$ cat src/core/ebi_exc_pkg.sv
// package: constants and types for the bus exception, emulation and monitor block
package ebi_exc_pkg;
   // region code values
   localparam logic [1:0] REGION_EXTERNAL = 2'h0;
   localparam logic [1:0] REGION_INTERNAL = 2'h1;
   localparam logic [1:0] REGION_PORTS    = 2'h2;
   localparam logic [1:0] REGION_REGS     = 2'h3;
   // address windows
   localparam logic [31:0] PORTS_BASE = 32'h00c0_0000;
   localparam logic [31:0] PORTS_LAST = 32'h00c0_ffff;
   localparam logic [31:0] REGS_BASE  = 32'h00c1_0000;
   localparam logic [31:0] REGS_LAST  = 32'h00ff_ffff;
   localparam logic [31:0] EXT_BASE   = 32'h8000_0000;
   // monitor periods in system clocks, selected by a two-bit field
   localparam logic [6:0] MON_PERIOD_0 = 7'h08;
   localparam logic [6:0] MON_PERIOD_1 = 7'h10;
   localparam logic [6:0] MON_PERIOD_2 = 7'h20;
   localparam logic [6:0] MON_PERIOD_3 = 7'h40;
   localparam logic [6:0] MON_CNT_RESET = 7'h00;
   // pin levels after reset
   localparam logic [3:0] BYTE_EN_IDLE = 4'hf;
   localparam logic [1:0] TSIZ_WORD    = 2'h0;
   localparam logic [2:0] TCODE_RESET  = 3'h0;
   localparam logic [31:0] DATA_RESET  = 32'h0000_0000;
   localparam logic [31:0] ADDR_RESET  = 32'h0000_0000;

   typedef enum logic [2:0] {
      ST_IDLE  = 3'b000,
      ST_ADDR  = 3'b001,
      ST_WAIT  = 3'b010,
      ST_SHOW  = 3'b011,
      ST_DONE  = 3'b100
   } bus_state_type;
endpackage

$ cat src/core/ebi_term_if.sv
// interface: termination handshake between the main block and its monitor
`timescale 1ns/1ps
interface ebi_term_if;
   logic       start;
   logic       active;
   logic       watch;
   logic [1:0] sel;
   logic       timeout;
   modport ctrl (output start, output active, output watch, output sel, input timeout);
   modport mon  (input start, input active, input watch, input sel, output timeout);
endinterface

$ cat src/core/ebi_bus_monitor.sv
// bus monitor: counts termination response time and flags a timeout
`timescale 1ns/1ps
module ebi_bus_monitor
   import ebi_exc_pkg::*;
(
   input  wire logic i_clk,
   input  wire logic i_rstn,
   input  wire logic i_ce,
   ebi_term_if.mon   term
);
   logic [6:0] cnt_r;
   logic [6:0] limit;

   always_comb begin
      case (term.sel)
         2'h0:    limit = MON_PERIOD_0;
         2'h1:    limit = MON_PERIOD_1;
         2'h2:    limit = MON_PERIOD_2;
         default: limit = MON_PERIOD_3;
      endcase
   end

   always_ff @(posedge i_clk) begin
      if (!i_rstn) begin
         cnt_r <= MON_CNT_RESET;
      end else if (i_ce) begin
         if (term.start || !term.active || !term.watch) begin
            cnt_r <= MON_CNT_RESET;
         end else if (cnt_r != limit) begin
            cnt_r <= cnt_r + 7'h01;
         end
      end
   end

   assign term.timeout = term.watch && term.active && !term.start && (cnt_r == limit);
endmodule

$ cat src/core/ebi_exc_emul_mon.sv
// top: bus termination, abort, emulation region code, show cycles and bus monitor
//
// Summary of operation
// - a cycle ends normally only on external, chip-select or internal transfer acknowledge.
// - transfer error, external or internal, ends the cycle and beats acknowledge.
// - the bus monitor raises the internal transfer error when acknowledge is late.
// - aborted external cycles still drive address, direction, codes, select, enable, strobe.
// - emulation or master mode drives the two-bit region code per access type.
// - ports window gives 10, other registers 11, high space gives 00.
// - region code is only valid during bus cycles and reset.
// - emulation mode sends port registers outside, low address bits pick register.
// - show cycles keep enables negated, data out one clock after internal end.
// - address, codes, size and direction always show internal bus activity.
// - with show cycles off the data bus floats during internal cycles.
// - show cycles always on in emulation, in master mode only by enable bit.
// - show strobe enabled from reset in emulation, else by port E assignment.
// - one show strobe pulse per external or show cycle, low then high.
// - monitor timeout chosen as 8, 16, 32 or 64 clocks.
// - monitor counter clears and restarts at the start of every access.
// - an unterminated cycle past the period ends with an internal bus error.
// - one bit picks internal-only or all monitoring; debug can disable it.
// - a word to a 16-bit port is two external cycles, each monitored.
// - this block raises no interrupt request.
// - wait states in whole clocks until external or chip-select acknowledge.
`timescale 1ns/1ps
module ebi_exc_emul_mon
   import ebi_exc_pkg::*;
(
   input  wire logic        i_clk,
   input  wire logic        i_rstn,
   input  wire logic        i_ce,
   // internal bus master side
   input  wire logic        i_req,
   input  wire logic [31:0] i_addr,
   input  wire logic        i_read,
   input  wire logic [2:0]  i_tcode,
   input  wire logic [1:0]  i_tsize,
   input  wire logic [31:0] i_wdata,
   input  wire logic        i_abort,
   input  wire logic        i_port16,
   input  wire logic        i_int_ack,
   input  wire logic        i_int_err,
   input  wire logic        i_cs_ack,
   input  wire logic [31:0] i_int_rdata,
   output logic             o_done,
   output logic             o_error,
   output logic [31:0]      o_rdata,
   // configuration bits
   input  wire logic        i_emul_mode,
   input  wire logic        i_master_mode,
   input  wire logic        i_show_cycle_enable,
   input  wire logic        i_porte_pin_assign_bits,
   input  wire logic [1:0]  i_monitor_timeout_sel,
   input  wire logic        i_monitor_external_enable,
   input  wire logic        i_debug_mode,
   input  wire logic        i_debug_monitor_disable,
   input  wire logic [3:0]  i_byte_lanes,
   input  wire logic        i_chip_sel_used,
   // external pins
   input  wire logic        i_transfer_ack_n,
   input  wire logic        i_transfer_error_ack_n,
   input  wire logic [31:0] i_data,
   output logic [31:0]      o_data,
   output logic             o_data_oe_n,
   output logic [31:0]      o_addr,
   output logic             o_rw,
   output logic [2:0]       o_transfer_code,
   output logic [1:0]       o_transfer_size,
   output logic             o_chip_sel_n,
   output logic             o_oe_n,
   output logic [3:0]       o_byte_enable_n,
   output logic [1:0]       o_emul_region_code,
   output logic             o_show_strobe_n,
   output logic             o_show_strobe_oe_n
);
   bus_state_type state_r;
   logic          ta_s1_r, ta_s2_r, tea_s1_r, tea_s2_r;
   logic [31:0]   din_s1_r, din_s2_r;
   logic [31:0]   addr_r;
   logic          read_r;
   logic          ext_r;
   logic          half_r;
   logic          second_r;
   logic [31:0]   wdata_r;
   logic [1:0]    region;
   logic          ext_access;
   logic          show_on;
   logic          strobe_en_r;
   logic          ack_any;
   logic          err_any;
   logic          term_now;

   ebi_term_if term ();

   ebi_region_decode u_region (
      .i_addr (i_addr),
      .o_code (region)
   );

   ebi_bus_monitor u_mon (
      .i_clk  (i_clk),
      .i_rstn (i_rstn),
      .i_ce   (i_ce),
      .term   (term)
   );

   // -----------------------------------------
   // pin synchronisers
   // -----------------------------------------
   always_ff @(posedge i_clk) begin
      if (!i_rstn) begin
         ta_s1_r  <= 1'b1;
         ta_s2_r  <= 1'b1;
         tea_s1_r <= 1'b1;
         tea_s2_r <= 1'b1;
         din_s1_r <= DATA_RESET;
         din_s2_r <= DATA_RESET;
      end else if (i_ce) begin
         // flush once a cycle ends: a stale acknowledge would end the next half early
         if (term_now) begin
            ta_s1_r  <= 1'b1;
            ta_s2_r  <= 1'b1;
            tea_s1_r <= 1'b1;
            tea_s2_r <= 1'b1;
         end else begin
            ta_s1_r  <= i_transfer_ack_n;
            ta_s2_r  <= ta_s1_r;
            tea_s1_r <= i_transfer_error_ack_n;
            tea_s2_r <= tea_s1_r;
         end
         din_s1_r <= i_data;
         din_s2_r <= din_s1_r;
      end
   end

   // -----------------------------------------
   // access classification
   // -----------------------------------------
   // ports go outside in emulation
   assign ext_access = (region == REGION_EXTERNAL) ||
                       (i_emul_mode && region == REGION_PORTS);
   assign show_on = i_emul_mode || (i_master_mode && i_show_cycle_enable);

   // -----------------------------------------
   // termination
   // -----------------------------------------
   // normal end only on acknowledge
   assign ack_any = ext_r ? (!ta_s2_r || i_cs_ack) : i_int_ack;
   // error wins; monitor timeout shares the error path
   assign err_any = (ext_r ? !tea_s2_r : i_int_err) || term.timeout;
   assign term_now = (state_r == ST_WAIT) && (ack_any || err_any);

   assign term.watch  = !(i_debug_mode && i_debug_monitor_disable) &&
                        (!ext_r || i_monitor_external_enable);
   assign term.active = (state_r == ST_WAIT);
   assign term.sel    = i_monitor_timeout_sel;
   // restart on each access; each half of a split word too
   assign term.start  = (state_r == ST_ADDR);

   // -----------------------------------------
   // cycle sequencer
   // -----------------------------------------
   always_ff @(posedge i_clk) begin
      if (!i_rstn) begin
         state_r  <= ST_IDLE;
         addr_r   <= ADDR_RESET;
         read_r   <= 1'b1;
         ext_r    <= 1'b0;
         half_r   <= 1'b0;
         second_r <= 1'b0;
         wdata_r  <= DATA_RESET;
      end else if (i_ce) begin
         case (state_r)
            ST_IDLE: begin
               if (i_req) begin
                  addr_r   <= i_addr;
                  read_r   <= i_read;
                  ext_r    <= ext_access;
                  half_r   <= ext_access && i_port16 && (i_tsize == TSIZ_WORD);
                  second_r <= 1'b0;
                  wdata_r  <= i_wdata;
                  state_r  <= ST_ADDR;
               end
            end
            ST_ADDR: begin
               state_r <= ST_WAIT;
            end
            ST_WAIT: begin
               if (i_abort) begin
                  state_r <= ST_DONE;
               end else if (term_now) begin
                  if (!err_any && half_r && !second_r) begin
                     second_r <= 1'b1;
                     addr_r   <= {addr_r[31:2], 2'h2};
                     state_r  <= ST_ADDR;
                  end else if (!ext_r && show_on && !err_any) begin
                     state_r <= ST_SHOW;
                  end else begin
                     state_r <= ST_DONE;
                  end
               end
            end
            ST_SHOW: begin
               state_r <= ST_DONE;
            end
            ST_DONE: begin
               state_r <= ST_IDLE;
            end
            default: begin
               state_r <= ST_IDLE;
            end
         endcase
      end
   end

   // -----------------------------------------
   // master answer
   // -----------------------------------------
   always_ff @(posedge i_clk) begin
      if (!i_rstn) begin
         o_done  <= 1'b0;
         o_error <= 1'b0;
         o_rdata <= DATA_RESET;
      end else if (i_ce) begin
         o_done  <= 1'b0;
         o_error <= 1'b0;
         if (term_now && !i_abort && (err_any || !half_r || second_r)) begin
            o_done  <= 1'b1;
            o_error <= err_any;
            if (ext_r) begin
               o_rdata <= half_r ? {o_rdata[31:16], din_s2_r[31:16]} : din_s2_r;
            end else begin
               o_rdata <= i_int_rdata;
            end
         end else if (term_now && half_r && !second_r && ext_r) begin
            o_rdata <= {din_s2_r[31:16], o_rdata[15:0]};
         end
      end
   end

   // -----------------------------------------
   // address and control pins
   // -----------------------------------------
   // pins follow internal activity too; held through an abort
   always_ff @(posedge i_clk) begin
      if (!i_rstn) begin
         o_addr          <= ADDR_RESET;
         o_rw            <= 1'b1;
         o_transfer_code <= TCODE_RESET;
         o_transfer_size <= TSIZ_WORD;
      end else if (i_ce && state_r == ST_IDLE && i_req) begin
         o_addr          <= i_addr;
         o_rw            <= i_read;
         o_transfer_code <= i_tcode;
         o_transfer_size <= i_tsize;
      end else if (i_ce && state_r == ST_WAIT && term_now && half_r && !second_r) begin
         o_addr <= {addr_r[31:2], 2'h2};
      end
   end

   // region code; held at reset value, meaningful only in cycles
   always_ff @(posedge i_clk) begin
      if (!i_rstn) begin
         o_emul_region_code <= REGION_REGS;
      end else if (i_ce && state_r == ST_IDLE && i_req && (i_emul_mode || i_master_mode)) begin
         o_emul_region_code <= region;
      end
   end

   // select, output enable and byte enables for external cycles; negated in show
   always_ff @(posedge i_clk) begin
      if (!i_rstn) begin
         o_chip_sel_n    <= 1'b1;
         o_oe_n          <= 1'b1;
         o_byte_enable_n <= BYTE_EN_IDLE;
      end else if (i_ce) begin
         if (ext_r && (state_r == ST_ADDR || state_r == ST_WAIT)) begin
            o_chip_sel_n    <= !i_chip_sel_used;
            o_oe_n          <= !read_r;
            o_byte_enable_n <= i_abort ? BYTE_EN_IDLE : ~i_byte_lanes;
         end else begin
            o_chip_sel_n    <= 1'b1;
            o_oe_n          <= 1'b1;
            o_byte_enable_n <= BYTE_EN_IDLE;
         end
      end
   end

   // -----------------------------------------
   // data bus
   // -----------------------------------------
   always_ff @(posedge i_clk) begin
      if (!i_rstn) begin
         o_data      <= DATA_RESET;
         o_data_oe_n <= 1'b1;
      end else if (i_ce) begin
         if (ext_r && !read_r && state_r == ST_WAIT) begin
            o_data      <= (half_r && second_r) ? {wdata_r[15:0], 16'h0000} : wdata_r;
            o_data_oe_n <= 1'b0;
         // show data one edge after the internal end
         end else if (!ext_r && term_now && show_on && !err_any) begin
            o_data      <= read_r ? i_int_rdata : wdata_r;
            o_data_oe_n <= 1'b0;
         end else if (state_r == ST_SHOW) begin
            o_data_oe_n <= 1'b0;
         end else begin
            // float when show cycles are off
            o_data_oe_n <= 1'b1;
         end
      end
   end

   // -----------------------------------------
   // show strobe
   // -----------------------------------------
   // enable caught after reset release, emulation or port E assignment
   always_ff @(posedge i_clk) begin
      if (!i_rstn) begin
         strobe_en_r <= 1'b0;
      end else if (i_ce) begin
         strobe_en_r <= i_emul_mode || i_porte_pin_assign_bits;
      end
   end

   // one low pulse per external or show cycle
   always_ff @(posedge i_clk) begin
      if (!i_rstn) begin
         o_show_strobe_n <= 1'b1;
      end else if (i_ce) begin
         // each half of a split word is its own external cycle with its own pulse
         if (state_r == ST_ADDR && (ext_r || show_on)) begin
            o_show_strobe_n <= 1'b0;
         end else if (state_r == ST_SHOW || state_r == ST_DONE ||
                      (term_now && half_r && !second_r)) begin
            o_show_strobe_n <= 1'b1;
         end
      end
   end

   assign o_show_strobe_oe_n = !strobe_en_r;
endmodule

$ cat src/core/ebi_region_decode.sv
// region decoder: classifies an address into the emulation region code
`timescale 1ns/1ps
module ebi_region_decode
   import ebi_exc_pkg::*;
(
   input  wire logic [31:0] i_addr,
   output logic      [1:0]  o_code
);
   always_comb begin
      if (i_addr >= EXT_BASE) begin
         o_code = REGION_EXTERNAL;
      end else if (i_addr >= PORTS_BASE && i_addr <= PORTS_LAST) begin
         o_code = REGION_PORTS;
      end else if (i_addr >= REGS_BASE && i_addr <= REGS_LAST) begin
         o_code = REGION_REGS;
      end else begin
         o_code = REGION_INTERNAL;
      end
   end
endmodule

$ cat config.mk
export PLATFORM = sky130hd
export DESIGN_NAME = ebi_exc_emul_mon
export DESIGN_NICKNAME = d
export VERILOG_FILES = /design/src/core/ebi_exc_pkg.sv /design/src/core/ebi_term_if.sv /design/src/core/ebi_bus_monitor.sv /design/src/core/ebi_exc_emul_mon.sv /design/src/core/ebi_region_decode.sv
export SDC_FILE = /design/constraint.sdc
export NUM_CORES = 1
export LEC_CHECK = 0
export CAP_MARGIN = 30
export CORE_UTILIZATION = 30
export DETAILED_ROUTE_END_ITERATION = 12
export DONT_BUFFER_PORTS = 1
export GPL_ROUTABILITY_DRIVEN = 1
export HOLD_SLACK_MARGIN = 0.05
export MAX_ROUTING_LAYER = met4
export PLACE_DENSITY_LB_ADDON = 0.2
export SLEW_MARGIN = 20
export SYNTH_ARGS = -nofsm -noshare
export SYNTH_HDL_FRONTEND = slang
export SYNTH_HIERARCHICAL = 1
export SYNTH_SLANG_ARGS = --single-unit
export TNS_END_PERCENT = 1
$ cat constraint.sdc
create_clock -name i_clk -period 6.45 [get_ports i_clk]
set_input_delay 0.3225 -clock i_clk [delete_from_list [all_inputs] [get_ports i_clk]]
set_output_delay 0.3225 -clock i_clk [all_outputs]
set_load 0.005 [all_outputs]
---- Word-level counts from Yosys, hierarchy flattened ----
Cells that the tools add are included.
operators by class
  add/subtract/negate cells ............... 1
  $lt $le $gt $ge ......................... 5
  eq/ne operators ......................... 15
  multiplexer cells ....................... 49
  bitwise operators ....................... 2
  reductions and logical operators ........ 85
operator list
  operator              number
  $mux 32               11
  $ge 32x24->1 const B  2
  $le 32x24->1 const B  2
  $pmux 32 s2           1
  $logic_and 1x1->1     36
  $ge 32x32->1 const B  1
  $pmux 7 s3            1
  $mux 1                19
  $logic_or 1x1->1      16
  $mux 3                5
  $logic_not 1->1       14
  $mux 7                2
  $mux 2                6
  $pmux 3 s4            1
  $reduce_bool 2->1     6
  $reduce_and 3->1      3
  $mux 4                2
  $ne 2x2->1 const B    4
  $reduce_and 2->1      4
  $add 7x1->7 const B   1
  $eq 7x7->1            1
  $ne 7x7->1            1
  $eq 3x2->1 const B    2
  $logic_not 2->1       3
  other kinds (11)      13
storage, ports and cells
  bits in registers ....................... 259
  input port bits ......................... 159

---- Longest topological paths before layout ----
  word-level depth ........................ 14
  gate-level depth with buffers ........... 15

---- Hierarchy ----
Netlist, hierarchy kept.
modules (own cells, without submodules)
  module             times used  cells each  area each (µm²)  sequential area each (µm²)
  ebi_exc_emul_mon   1           1191        10313.6          5044.8
  ebi_bus_monitor    1           63          486.7            140.1
  ebi_region_decode  1           7           56.3             0.0

---- Worst setup path before layout ----
OpenSTA, ideal clock, no wires.
  path kind ............................... register to register
  start ................................... reg ext_r
  end ..................................... reg o_data[21]
  setup time .............................. 0.129 ns
  data arrival time ....................... 2.871 ns
  slack ................................... 3.451 ns
  stages on the path, launching flop included .. 16
  period minus slack after synthesis ...... 2.999 ns
  cells stage by stage .................... dfxtp_1 -> buf_6 -> buf_2 -> inv_1 -> a2bb2oi_1 -> and3b_1 -> buf_2 -> nand3b_1 -> nor3_1 -> or2_2 -> o41ai_1 -> and2_1 -> buf_4 -> nand2_2 -> clkbuf_1 -> o21ai_0
between the ends
  cells in the longest elaborated chain, start to end .. 14
  elaborated cells between the ends (all ways) .. 20
RTL lines
  element                                 RTL line                 text
  start, declared                         ebi_exc_emul_mon.sv:81   logic ext_r;
  start signal, assigned                  ebi_exc_emul_mon.sv:178  ext_r <= ext_access;
  $logic_not 1->1 (*)                     ebi_exc_emul_mon.sv:154  (!ext_r || i_monitor_external_enable);
  $logic_or 1x1->1 (*)                    ebi_exc_emul_mon.sv:154
  $logic_and 1x1->1 (*)                   ebi_exc_emul_mon.sv:153  assign term.watch = !(i_debug_mode && i_debug_monitor_disable) &&
  via term.watch                          ebi_term_if.sv:6         logic watch;
  $logic_and 1x1->1 (*) (3 in a row)      ebi_bus_monitor.sv:35    assign term.timeout = term.watch && term.active && !term.start && (cnt_r == limit);
  via term.timeout                        ebi_term_if.sv:8         logic timeout;
  $logic_or 1x1->1 (*)                    ebi_exc_emul_mon.sv:150  assign err_any = (ext_r ? !tea_s2_r : i_int_err) || term.timeout;
  $logic_or 1x1->1                        ebi_exc_emul_mon.sv:151  assign term_now = (state_r == ST_WAIT) && (ack_any || err_any);
  $logic_and 1x1->1                       ebi_exc_emul_mon.sv:151
  $logic_and 1x1->1 (2 in a row)          ebi_exc_emul_mon.sv:301  end else if (!ext_r && term_now && show_on && !err_any) begin
  $logic_and 1x1->1 (*)                   ebi_exc_emul_mon.sv:301
  $reduce_bool 2->1 (no source line) (*)  --
  $reduce_and 2->1 (no source line) (*)   --
  end signal, assigned                    ebi_exc_emul_mon.sv:298  o_data <= (half_r && second_r) ? {wdata_r[15:0], 16'h0000} : wdata_r;
  end signal, assigned                    ebi_exc_emul_mon.sv:302  o_data <= read_r ? i_int_rdata : wdata_r;
  end, declared                           ebi_exc_emul_mon.sv:63   output logic [31:0] o_data,
The timed path passes the listed nets; every way through them passes the cells marked *.
A chain may end at the register's enable or synchronous reset.

---- Final worst setup path ----
  start ................................... reg ext_r
  end ..................................... reg o_data[24]
The elaborated chain is that of the path after synthesis.

==> metrics.cfg <==
[routing]
wire_per_inst_um = 19.9
vias = 9279
first_iter_violations = 511
routed_wl_mm = 36.6
first_pass_iters = 5
antenna_left = 0
drc = 0
routed_via_density = 5.04

[floorplan]
boundaryPins = 274
die_w_um = 192
row_count = 69
core_area_sq_mm = 0.0356
die_h_um = 192
start_util_pct = 30.5
die-area_sq_mm = 0.0370

[sta]
finalMaxSlewViolations = 0
fin_crit_sh_pct = 64.5
worst_hold_slack_ns = 0.0641
rsz0062_at_grt = false
slew_headroom_pct = 37.1
hold_violations = 0
setup_viol = 0
tns_ns = 0
tightest_slew_ns = 0.936
finalCriticalPeriod_ns = 4.16
skew_ns = 0.0314
fmax_mhz = 241

[flow_run]
drv_cap = 0

[hold_path]
min_from = i_emul_mode
hold_class = in -> reg

[cells_and_area]
seq_area_sq_mm = 0.00519
nNetsFinal = 1513
multi_input_area_sq_mm = 0.00520
fillers = 3645
area_growth_pct = 26.2
drive_gt1_share_pct = 8.14
final_cells = 1842

[global_routing]
grt-ovfl-total = 0
grt_pass1_wl_mm = 54.3
grt_max_degree = 93
antenna_found_initial = 7
grt_pass1_vias = 8848
track_usage_pct = 19.8

[clock_tree]
clk_pin_slew_ns = 0.06
numCtsBuffers = 30
clkLatencyLatePin_ns = 0.58
root_buffer = clkbuf_16
cts_resized = 0
cts_tree = built
cts.sinks = 259
cts_setup_buffers = 0
clock_path_buffers = 3
htree_levels = 1

[synth]
async_reset_ff_share_pct = 0
synth-seq-cells = 259
synth_edf_count = 0
synth_top_cell_area_share_pct = 47.8
avgSynthCellArea_sq_um = 8.61
synth_warnings = 6
yosysSeqAreaShare_pct = 47.8
ys_types = 63
yosys-top-cells-area = dfxtp_1 48%, mux2i_1 11%, nand2_1 9.9%
synth_ff_type = dfxtp_1
yosys.area.top_type = dfxtp_1
synth_cells = 1261
syn_nets = 1422
netlist_area_sq_mm = 0.0109

[pwr]
p_per_area_mw_per_mm2 = 284
finalPower_mw = 3.89
vdd_drop_max_mv = 0.198
p_leak_nw = 5.00

[critical_path]
worstPathRequired_ns = 6.95
slowest_delay_ns = 0.86
cp-start-kind = flip-flop
cp-end-kind = flip-flop
startpoint = ext_r$_SDFFE_PN0P_
path_delay_family = simple AND/OR/NAND/NOR gates
cp.buffers_inverters = 1
path_cells = inv_1, a2bb2oi_1, and3b_1, nand3b_1, nor3_1, or2_2, o41ai_1, and2_1, nand2_2, o21ai_0
crit_type = reg -> reg
slowest_stage = dfxtp_2
crit_arrival_ns = 4.66
worstPathMaxFanout = 51
r2r-start = ext_r$_SDFFE_PN0P_

[run_status]
status = completed

[place]
gp_congestion = 0.797
dp.cells = 1631
dpl.hpwl_mm = 24.2
port_buffers = 0

cell usage in the layout (no fill, tap or decap), types with 3 or more instances in the layout:
master         Yosys  layout
o22ai_1           11      11
nor3_1            24      24
buf_16             0       3
a221oi_1          16      16
o21ai_0           56      56
clkinv_2           0       7
nor2b_1           11      10
nor2_1            95      94
nand3_1           27      26
o22ai_2            9       9
o2bb2ai_1          4       4
nand2_1          286     286
mux2i_1          117     117
clkbuf_16          0      30
dfxtp_1          259     257
inv_1              9       9
mux2_2            16      16
diode_2            0       5
nand2b_1           6       6
or2_1              3       3
and2_1             3       3
clkbuf_1          73       3
o211ai_1          18      18
clkbuf_8           0      11
buf_4              4       8
nor4_1             3       3
a21oi_1          101     101
nand3b_1           4       4
dlygate4sd3_1      0     148
a31oi_1           33      33
stage by stage:
stage | setup WS, ns | area, sq um | utilization, %
6_report | 2.29 | 13700 | 38.5
5_1_grt | 1.85 | 13700 | 38.5
4_1_cts | 2.25 | 13700 | 38.5
3_5_place_dp | 2.27 | 11100 | 31.2
3_3_place_gp | 2.15 | 11100 | 31.1
2_1_floorplan | 3.45 | 10900 | -
final timing paths:
check	end	slack, ns	cells past startpoint
setup / recovery	o_data[24]$_SDFFE_PN0P_	2.29	10
hold reg to reg	addr_r[9]$_SDFFE_PN0P_	0.45	2
setup reg to reg	o_data[24]$_SDFFE_PN0P_	2.29	10
hold / removal	ext_r$_SDFFE_PN0P_	0.06	4
synthesized netlist by cell type (3+ instances only):
master	number
a21oi_1	101
a221oi_1	16
a31oi_1	33
and2_1	3
and3_1	3
buf_1	6
buf_2	12
buf_4	4
buf_6	4
clkbuf_1	73
dfxtp_1	259
inv_1	9
mux2_2	16
mux2i_1	117
nand2_1	286
nand2b_1	6
nand3_1	27
nand3b_1	4
nor2_1	95
nor2b_1	11
nor3_1	24
nor4_1	3
o211ai_1	18
o21ai_0	56
o22ai_1	11
o22ai_2	9
o2bb2ai_1	4
or2_1	3
repair_timing:
action / CTS / global route
hold buffers: 150 / 0
hold endpoints to repair: 257 / 0
endpoints found under the setup margin: 0 / 0
power breakdown:
part | switching, mW | total [mW] | internal, mW
logic | 0.210 | 0.376 | 0.167
registers | 0.0668 | 1.74 | 1.68
clock network | 0.706 | 1.77 | 1.06
worst min-delay path, stage by stage:
cell	delay [ns]
inv_1	0.03
a21oi_1	0.08
nand2_1	0.09
a21oi_1	0.06
flip-flops by register name, indices dropped and copies added, names as in the netlist, 2 cells and up:
| signal | flops |
|---|---|
| o_byte_enable_n | 4 |
| din_s1_r | 32 |
| o_transfer_code | 3 |
| o_addr | 32 |
| o_rdata | 32 |
| u_mon/cnt_r | 7 |
| o_data | 32 |
| o_emul_region_code | 2 |
| o_transfer_size | 2 |
| wdata_r | 32 |
| state_r | 3 |
| addr_r | 30 |
| din_s2_r | 32 |
cells by family (layout without fill, tap and decap cells):
group | count (synthesis) | after routing | share of synthesized area (%)
buffers and inverters | 110 | 225 | 4.51
AND/OR/NAND/NOR | 482 | 482 | 18.9
adder cells (fa/ha/maj) | 2 | 2 | 0.230
other | 0 | 5 | 0
AO/OA/AOI/OAI | 274 | 274 | 16.0
multiplexers | 133 | 133 | 12.4
flip-flops | 259 | 259 | 47.8
XOR/XNOR | 1 | 1 | 0.0807
layer usage:
layer | track usage, % | part of all wire, %
met3 | 4.44 | 6.6
met5 | - | 0
met4 | 6.39 | 3.0
met1 | 24.5 | 43
met2 | 31.9 | 47
final cells by class:
type / count / share of cell area (%)
multi-input cells: 892 / 38.0
repair buffers: 159 / 11.9
clock inverters: 12 / 1.03
well taps: 461 / 4.21
inverters: 10 / 0.311
diodes: 5 / 0.0913
clock buffers: 44 / 6.67
flip-flops and latches: 259 / 37.9
Note: power is estimated with default switching activity, not from simulation.
